===== src/hw/iam_pkg.sv =====
/*
  Shared constants and carrier types for the indirect address mapper.
  Assumes one core clock in which one edge is one instruction cycle.
*/
package iam_pkg;

  localparam logic [15:0] TRAD_LAST   = 16'h0FFF;
  localparam logic [15:0] LIN_FIRST   = 16'h2000;
  localparam logic [15:0] LIN_LAST    = 16'h29AF;
  localparam logic [7:0]  EE_HIGH     = 8'h70;
  localparam logic [11:0] LIN_BLOCK   = 12'h050;
  localparam logic [11:0] GPR_BASE    = 12'h020;
  localparam logic [6:0]  IDP0_OFS    = 7'h00;
  localparam logic [6:0]  IDP1_OFS    = 7'h01;
  localparam logic [7:0]  ZERO_BYTE   = 8'h00;
  localparam int          FLASH_WIDTH = 14;
  localparam int          LIN_BANKS   = 31;
  localparam logic [1:0]  NVM_EXTRA   = 2'h1;

  typedef enum logic [2:0] {
    IAM_RGN_NONE,
    IAM_RGN_SELF,
    IAM_RGN_TRAD,
    IAM_RGN_LIN,
    IAM_RGN_EE,
    IAM_RGN_FL
  } iam_region_t;

  typedef struct packed {
    logic       write;
    logic [7:0] ptr_high;
    logic [7:0] ptr_low;
    logic [7:0] wdata;
  } iam_req_t;

  typedef struct packed {
    logic [11:0] addr;
    logic        re;
    logic        we;
    logic [7:0]  wdata;
  } iam_dmem_t;

endpackage : iam_pkg


===== src/hw/iam_mapper.sv =====
/*
  Indirect address mapper: turns a 16-bit indirect pointer into an
  access on banked data memory, data EEPROM or program flash.
  Assumes the execution logic and the memory arrays share core_clk,
  memories read synchronously (data one edge after re), and the
  requester holds off while busy is high.
*/
`timescale 1ns/10ps
`default_nettype none

module iam_mapper #(
  parameter int GPR_BANKS = iam_pkg::LIN_BANKS
) (
  input  wire logic                        core_clk,
  input  wire logic                        sys_rst,
  input  wire logic                        req_valid,
  input  wire iam_pkg::iam_req_t           req,
  input  wire logic [7:0]                  dmem_rdata,
  input  wire logic [7:0]                  ee_rdata,
  input  wire logic [iam_pkg::FLASH_WIDTH-1:0] fl_rdata,
  output var  iam_pkg::iam_dmem_t          dmem,
  output logic [7:0]                       ee_addr,
  output logic                             ee_re,
  output logic [14:0]                      fl_addr,
  output logic                             fl_re,
  output logic [7:0]                       rdata,
  output logic                             done,
  output logic                             busy,
  output logic                             discard,
  output var  iam_pkg::iam_region_t        region
);

  typedef enum logic [1:0] {
    IAM_IDLE,
    IAM_ISSUE,
    IAM_FETCH,
    IAM_EXTRA
  } iam_state_t;

  // Registered outputs and their next values
  iam_state_t           state_reg;
  iam_state_t           state_next;
  iam_pkg::iam_dmem_t   dmem_reg;
  iam_pkg::iam_dmem_t   dmem_next;
  logic [7:0]           ee_addr_reg;
  logic [7:0]           ee_addr_next;
  logic                 ee_re_reg;
  logic                 ee_re_next;
  logic [14:0]          fl_addr_reg;
  logic [14:0]          fl_addr_next;
  logic                 fl_re_reg;
  logic                 fl_re_next;
  logic [7:0]           rdata_reg;
  logic [7:0]           rdata_next;
  logic                 done_reg;
  logic                 done_next;
  logic                 busy_reg;
  logic                 busy_next;
  logic                 discard_reg;
  logic                 discard_next;
  iam_pkg::iam_region_t region_reg;
  iam_pkg::iam_region_t region_next;

  // What the taken request asked for, held until done
  logic                 write_reg;
  logic                 write_next;
  logic [1:0]           wait_reg;
  logic [1:0]           wait_next;

  // Decode of the live request, only meaningful while req_valid is high
  logic [15:0]          ptr;
  logic                 ptr_port;
  iam_pkg::iam_region_t dec_region;
  logic [11:0]          lin_offset;
  logic [4:0]           lin_bank;
  logic [6:0]           lin_index;
  logic [11:0]          lin_addr;
  logic                 lin_impl;

  // Pointer as one 16-bit address
  assign ptr = {req.ptr_high, req.ptr_low};

  // Linear offset split into bank and index within the 80-byte block.
  // A constant divider is cheap next to the memory it fronts.
  assign lin_offset = 12'(ptr - iam_pkg::LIN_FIRST);
  assign lin_bank   = 5'(lin_offset / iam_pkg::LIN_BLOCK);
  assign lin_index  = 7'(lin_offset % iam_pkg::LIN_BLOCK);

  // Block starts above the special registers and stops short of the
  // common bytes, so those never show up here.
  assign lin_addr = 12'({lin_bank, 7'h00}) + iam_pkg::GPR_BASE
                    + 12'(lin_index);

  // Banks from GPR_BANKS upward have no RAM behind them and read as zero
  assign lin_impl = (32'(lin_bank) < GPR_BANKS);

  // Offsets 0x00 and 0x01 of every bank are the two port registers
  assign ptr_port = (ptr[6:0] == iam_pkg::IDP0_OFS) || (ptr[6:0] == iam_pkg::IDP1_OFS);

  // Region decode, flash first since it claims the whole upper half
  always_comb begin
    if (ptr[15]) begin
      dec_region = iam_pkg::IAM_RGN_FL;
    end else if (req.ptr_high == iam_pkg::EE_HIGH) begin
      // Read-only window; the high byte alone selects it
      dec_region = iam_pkg::IAM_RGN_EE;
    end else if (ptr >= iam_pkg::LIN_FIRST && ptr <= iam_pkg::LIN_LAST) begin
      dec_region = iam_pkg::IAM_RGN_LIN;
    end else if (ptr <= iam_pkg::TRAD_LAST) begin
      // A port that points at itself would loop, so it reads zero instead
      if (ptr_port) begin
        dec_region = iam_pkg::IAM_RGN_SELF;
      end else begin
        dec_region = iam_pkg::IAM_RGN_TRAD;
      end
    end else begin
      dec_region = iam_pkg::IAM_RGN_NONE;
    end
  end

  // Sequencer: strobes and done are one-cycle pulses, the rest hold
  always_comb begin
    state_next   = state_reg;
    dmem_next    = dmem_reg;
    ee_addr_next = ee_addr_reg;
    ee_re_next   = 1'b0;
    fl_addr_next = fl_addr_reg;
    fl_re_next   = 1'b0;
    rdata_next   = rdata_reg;
    done_next    = 1'b0;
    busy_next    = busy_reg;
    discard_next = discard_reg;
    region_next  = region_reg;
    write_next   = write_reg;
    wait_next    = wait_reg;
    // Strobes fall back to low unless a take raises them
    dmem_next.re = 1'b0;
    dmem_next.we = 1'b0;

    unique case (state_reg)
      IAM_IDLE: begin
        // Only idle takes a request; one that comes while busy is lost
        if (req_valid) begin
          state_next   = IAM_ISSUE;
          busy_next    = 1'b1;
          region_next  = dec_region;
          write_next   = req.write;
          discard_next = 1'b0;
          wait_next    = 2'h0;
          unique case (dec_region)
            iam_pkg::IAM_RGN_TRAD: begin
              // Real location instead of a port register
              dmem_next.addr  = ptr[11:0];
              dmem_next.re    = ~req.write;
              dmem_next.we    = req.write;
              dmem_next.wdata = req.wdata;
            end

            iam_pkg::IAM_RGN_LIN: begin
              if (lin_impl) begin
                dmem_next.addr  = lin_addr;
                dmem_next.re    = ~req.write;
                dmem_next.we    = req.write;
                dmem_next.wdata = req.wdata;
              end else begin
                discard_next = 1'b1;
              end
            end

            iam_pkg::IAM_RGN_EE: begin
              ee_addr_next = req.ptr_low;
              ee_re_next   = ~req.write;
              discard_next = req.write;
              if (!req.write) begin
                wait_next = iam_pkg::NVM_EXTRA;
              end
            end

            // Flash answers a whole word; the port passes on its low byte
            iam_pkg::IAM_RGN_FL: begin
              fl_addr_next = ptr[14:0];
              fl_re_next   = ~req.write;
              discard_next = req.write;
              wait_next    = iam_pkg::NVM_EXTRA;
            end

            iam_pkg::IAM_RGN_SELF: begin
              discard_next = 1'b1;
            end

            iam_pkg::IAM_RGN_NONE: begin
              discard_next = 1'b1;
            end
          endcase
        end
      end

      IAM_ISSUE: begin
        // Arrays answer one edge after the strobe
        state_next = IAM_FETCH;
      end

      IAM_FETCH: begin
        // Read data is captured as soon as the array presents it, so
        // the array need not hold it through the extra cycle.
        if (write_reg || discard_reg) begin
          rdata_next = iam_pkg::ZERO_BYTE;
        end else begin
          unique case (region_reg)
            iam_pkg::IAM_RGN_TRAD: rdata_next = dmem_rdata;
            iam_pkg::IAM_RGN_LIN:  rdata_next = dmem_rdata;
            iam_pkg::IAM_RGN_EE:   rdata_next = ee_rdata;
            iam_pkg::IAM_RGN_FL:   rdata_next = fl_rdata[7:0];
            iam_pkg::IAM_RGN_SELF: rdata_next = iam_pkg::ZERO_BYTE;
            iam_pkg::IAM_RGN_NONE: rdata_next = iam_pkg::ZERO_BYTE;
          endcase
        end
        // Nonvolatile reads and flash writes spend one more cycle here
        if (wait_reg != 2'h0) begin
          state_next = IAM_EXTRA;
          wait_next  = 2'(wait_reg - 2'h1);
        end else begin
          state_next = IAM_IDLE;
          done_next  = 1'b1;
          busy_next  = 1'b0;
        end
      end

      IAM_EXTRA: begin
        // Stall cycle only; rdata was captured in fetch
        if (wait_reg != 2'h0) begin
          wait_next = 2'(wait_reg - 2'h1);
        end else begin
          state_next = IAM_IDLE;
          done_next  = 1'b1;
          busy_next  = 1'b0;
        end
      end
    endcase
  end

  // State and outputs only; all decisions sit in the process above
  always_ff @(posedge core_clk or posedge sys_rst) begin
    if (sys_rst) begin
      state_reg   <= IAM_IDLE;
      dmem_reg    <= '0;
      ee_addr_reg <= 8'h00;
      ee_re_reg   <= 1'b0;
      fl_addr_reg <= 15'h0000;
      fl_re_reg   <= 1'b0;
      rdata_reg   <= 8'h00;
      done_reg    <= 1'b0;
      busy_reg    <= 1'b0;
      discard_reg <= 1'b0;
      region_reg  <= iam_pkg::IAM_RGN_NONE;
      write_reg   <= 1'b0;
      wait_reg    <= 2'h0;
    end else begin
      state_reg   <= state_next;
      dmem_reg    <= dmem_next;
      ee_addr_reg <= ee_addr_next;
      ee_re_reg   <= ee_re_next;
      fl_addr_reg <= fl_addr_next;
      fl_re_reg   <= fl_re_next;
      rdata_reg   <= rdata_next;
      done_reg    <= done_next;
      busy_reg    <= busy_next;
      discard_reg <= discard_next;
      region_reg  <= region_next;
      write_reg   <= write_next;
      wait_reg    <= wait_next;
    end
  end

  // Every output is a register, so the far side sees no decode glitches
  assign dmem    = dmem_reg;
  assign ee_addr = ee_addr_reg;
  assign ee_re   = ee_re_reg;
  assign fl_addr = fl_addr_reg;
  assign fl_re   = fl_re_reg;
  assign rdata   = rdata_reg;
  assign done    = done_reg;
  assign busy    = busy_reg;
  assign discard = discard_reg;
  assign region  = region_reg;

endmodule : iam_mapper

`default_nettype wire


===== config.mk =====
export PLATFORM = sky130hd
export DESIGN_NAME = iam_mapper
export DESIGN_NICKNAME = d
export VERILOG_FILES = /design/src/hw/iam_pkg.sv /design/src/hw/iam_mapper.sv
export SDC_FILE = /design/constraint.sdc
export NUM_CORES = 1
export LEC_CHECK = 0
export ABC_AREA = 0
export BUFFER_PORTS_ARGS = -buffer_cell sky130_fd_sc_hd__buf_2
export CAP_MARGIN = 5
export CORE_MARGIN = 2
export CORE_UTILIZATION = 45
export DETAILED_ROUTE_END_ITERATION = 16
export GPL_ROUTABILITY_DRIVEN = 0
export PLACE_DENSITY = 0.73
export SYNTH_ARGS = -nofsm -noshare
export SYNTH_HDL_FRONTEND = slang
export SYNTH_SLANG_ARGS = --single-unit

===== constraint.sdc =====
create_clock -name core_clk -period 2.7 [get_ports core_clk]
set_input_delay 0.675 -clock core_clk [delete_from_list [all_inputs] [get_ports core_clk]]
set_output_delay 0.675 -clock core_clk [all_outputs]
set_load 0.005 [all_outputs]

==> Implementation_results.wiki <==
{| class="wikitable"
! Metric !! Value
|-
| Status || complete, no violations
|-
| Crit path arrival time || 2740 ps
|-
| Average detailed-routed wire length per instance || 14.6 µm
|-
| Share of cells above drive strength 1 || 0.425
|-
| DRC violations left || 0
|-
| Crit Path Category || in2reg
|-
| Net Count, Synth || 418
|-
| CTS clk-pin slew, worst paths || 80 ps
|-
| Antenna Violating Nets Remaining || 0
|-
| Via/cell ratio || 5.25
|-
| Total half-perimeter wirelength after legalization and detailed placement || 6730 µm
|-
| Number of clock buffers inserted by TritonCTS || 9
|-
| Fraction of the cycle the final worst path needs || 0.935
|-
| Count of final max-slew check failures || 0
|-
| DRT Pass-1 Iters || 4
|-
| Total setup violations reported at the end of the flow || 0
|-
| Std-Cell Core Area || 7610 µm²
|-
| Post-synthesis sequential element count || 66
|-
| Syn Area/Cell || 9.72 µm²
|-
| Final TNS setup || 0 ps
|-
| Deepest clock path buffer count || 2
|-
| Cell area after synthesis || 3480 µm²
|-
| DIE HEIGHT || 91.9 µm
|-
| Gr usage total || 0.216
|-
| Required time reported for the critical path endpoint || 2910 ps
|-
| Max-cap check violation count || 0
|-
| Global routing's busiest layer || met2
|-
| Asr flop ratio synth || 1.00
|-
| Root cell of the clock tree || clkbuf_8
|-
| Number of placement rows || 32
|-
| Hold Fails Final Rpt || 0
|-
| Classification of the worst-slack hold path || in2async
|-
| Highest clock frequency the design can meet || 0.396 GHz
|-
| Antenna cells || 0
|-
| Number of flip-flops under the largest register name || 22
|-
| Dominant register cell in the synthesized netlist || dfrtp_1
|-
| Most instantiated library cell after synthesis || dfrtp_1
|-
| Vias after detailed routing || 3210
|-
| GR met2 Demand/Resource || 0.357
|-
| Share of the synthesized area in the top cell type || 0.475
|-
| Power per standard cell area || 779 nW/µm²
|-
| Library cells used by synthesis || 61
|-
| Area leader, netlist || dfrtp_1
|-
| Number of antenna violations at the first check in global routing || 0
|-
| Syn-to-layout area delta || 33.5%
|-
| Maximum fanout along the worst path || 10
|-
| Setup repair after global routing missed its margin || no
|-
| Met1 demand-to-capacity share in global routing || 0.287
|-
| Hold-fix buffers, CTS || 0
|-
| Worst rel slew slack || 0.454
|-
| Met3 demand-to-capacity share in global routing || 0.0542
|-
| First-iteration detailed-routing DRC count || 133
|-
| Share of the yosys chip area belonging to registers || 0.475
|-
| Largest cells by area after synthesis || dfrtp_1 47%, mux2_2 7.8%, nand2_1 6.5%
|-
| Worst clock skew on the final layout || 10.6 ps
|-
| Min Tclk post-route || 2520 ps
|-
| Final Net Count || 565
|-
| Clock network latency to the later pin of the worst-skew pair || 340 ps
|-
| Pin count of the biggest net entering global routing || 38
|-
| Num Clock Sinks || 66
|-
| R2R cell count || 4
|-
| Die width || 91.9 µm
|-
| Starting density of the core || 0.457
|-
| Cell types with the highest counts after synthesis || 66 x dfrtp_1, 60 x nand2_1, 35 x o21ai_0
|-
| Type of destination of the critical path || flop
|-
| Leakage power figure || 2.37 nW
|-
| CP Launch Type || primary input
|-
| Port Buffer Count || 112
|-
| Count of flip-flops with a built-in enable after synthesis || 0
|-
| Overflow left after global routing || 0
|-
| Maximum ir drop on the vdd rail || 0.000350 V
|-
| Yosys synthesis warning count || 0
|-
| Via count of the first global-routing pass || 3115
|-
| Routed wire length || 8910 µm
|-
| Clock H-tree levels || 3
|-
| Final core utilization || 0.611
|-
| Tightest Pin Transition || 813 ps
|-
| CTS tree || done
|-
| Ports placed on the boundary || 119
|-
| Worst reg2reg setup slack || 830 ps
|-
| Area of the die || 8450 µm²
|-
| Post-Synthesis Cells || 358
|-
| First-pass GRT wire length || 14800 µm
|}
==> through the flow <==
step | cell area [µm²] | cells | hold WS, ps | total power [mW] | setup WS (ps)
after floorplan | 3500 | 358 | 451 | 2.31 | 6.41
after global placement | 4460 | 596 | 454 | 2.87 | -192
after detailed placement | 4460 | 596 | 457 | 2.92 | -235
after CTS | 4630 | 612 | 431 | 3.67 | 141
after global routing | 4640 | 612 | 477 | 3.90 | 3.23
final | 4640 | 612 | 421 | 3.62 | 175
==> logic make-up after synthesis <==
kind of cell,after synthesis,synth area share
compound gates,94,0.185
xor+xnor,5,0.0126
fa+ha+maj,3,0.0104
buf+inv,36,0.0453
flops,66,0.475
mux,33,0.104
simple gates,121,0.168
==> critical path: stages <==
cell and delay, ps:
buf_2 210, nand2b_1 210, buf_4 150, nor2_1 50
a21oi_1 130, o221a_2 290, a21boi_0 200, o21ai_0 90
a22o_1 220, ha_2 280, a22oi_1 160, o21ai_1 70
==> cell usage in the layout (no fill, tap or decap), drive strengths merged, types with 3 or more instances in the layout <==
master  count
buf       162
dfrtp      66
nand2      61
o21ai      39
mux2       24
nor2       19
clkbuf     11
a21oi      11
inv        10
mux2i       9
a22o        9
nor3        8
nand2b      6
a32oi       5
and3        4
nor2b       4
a211oi      4
or3         3
xnor2       3
nor4b       3
a31oi       3
o22ai       3
clkinv      3
==> cell type report <==
| cell class | instances | area (µm²) |
|---|---|---|
| fillers | 720 | 2960 |
| flip-flops and latches | 66 | 1650 |
| multi-input cells | 256 | 1700 |
| repair buffers | 162 | 961 |
| well taps | 102 | 128 |
| clock buffers | 11 | 141 |
| clock inverters | 5 | 30.0 |
| inverters | 10 | 37.5 |
==> power breakdown <==
group	total (mW)	switching [mW]	internal [mW]
Sequential	1.60	0.238	1.37
Clock	0.726	0.373	0.353
Combinational	1.29	0.603	0.685
Total	3.62	1.21	2.41
==> what timing repair did <==
action,4_1_cts,5_1_grt
gates resized for setup,0,3
setup buffers,0,0
endpoints found under the setup margin,0,3
==> routing by layer <==
metal	share of wire	wire length [µm]	vias up
li1	-	-	1568
met3	0.079	701	12
met2	0.47	4200	126
met1	0.44	3910	1504
met5	0	0	-
met4	0.011	94	0
==> worst paths after layout <==
path	from	endpoint
max	req[17]	dmem[16]
max reg2reg	state_reg[1]	ee_addr[2]
min reg2reg	dmem[2]	dmem[2]
min	sys_rst	dmem[3]
min in group core_clk	dmem[2]	dmem[2]
max in group asynchronous	sys_rst	rdata[2]
Note: power is estimated with default switching activity, not from simulation.
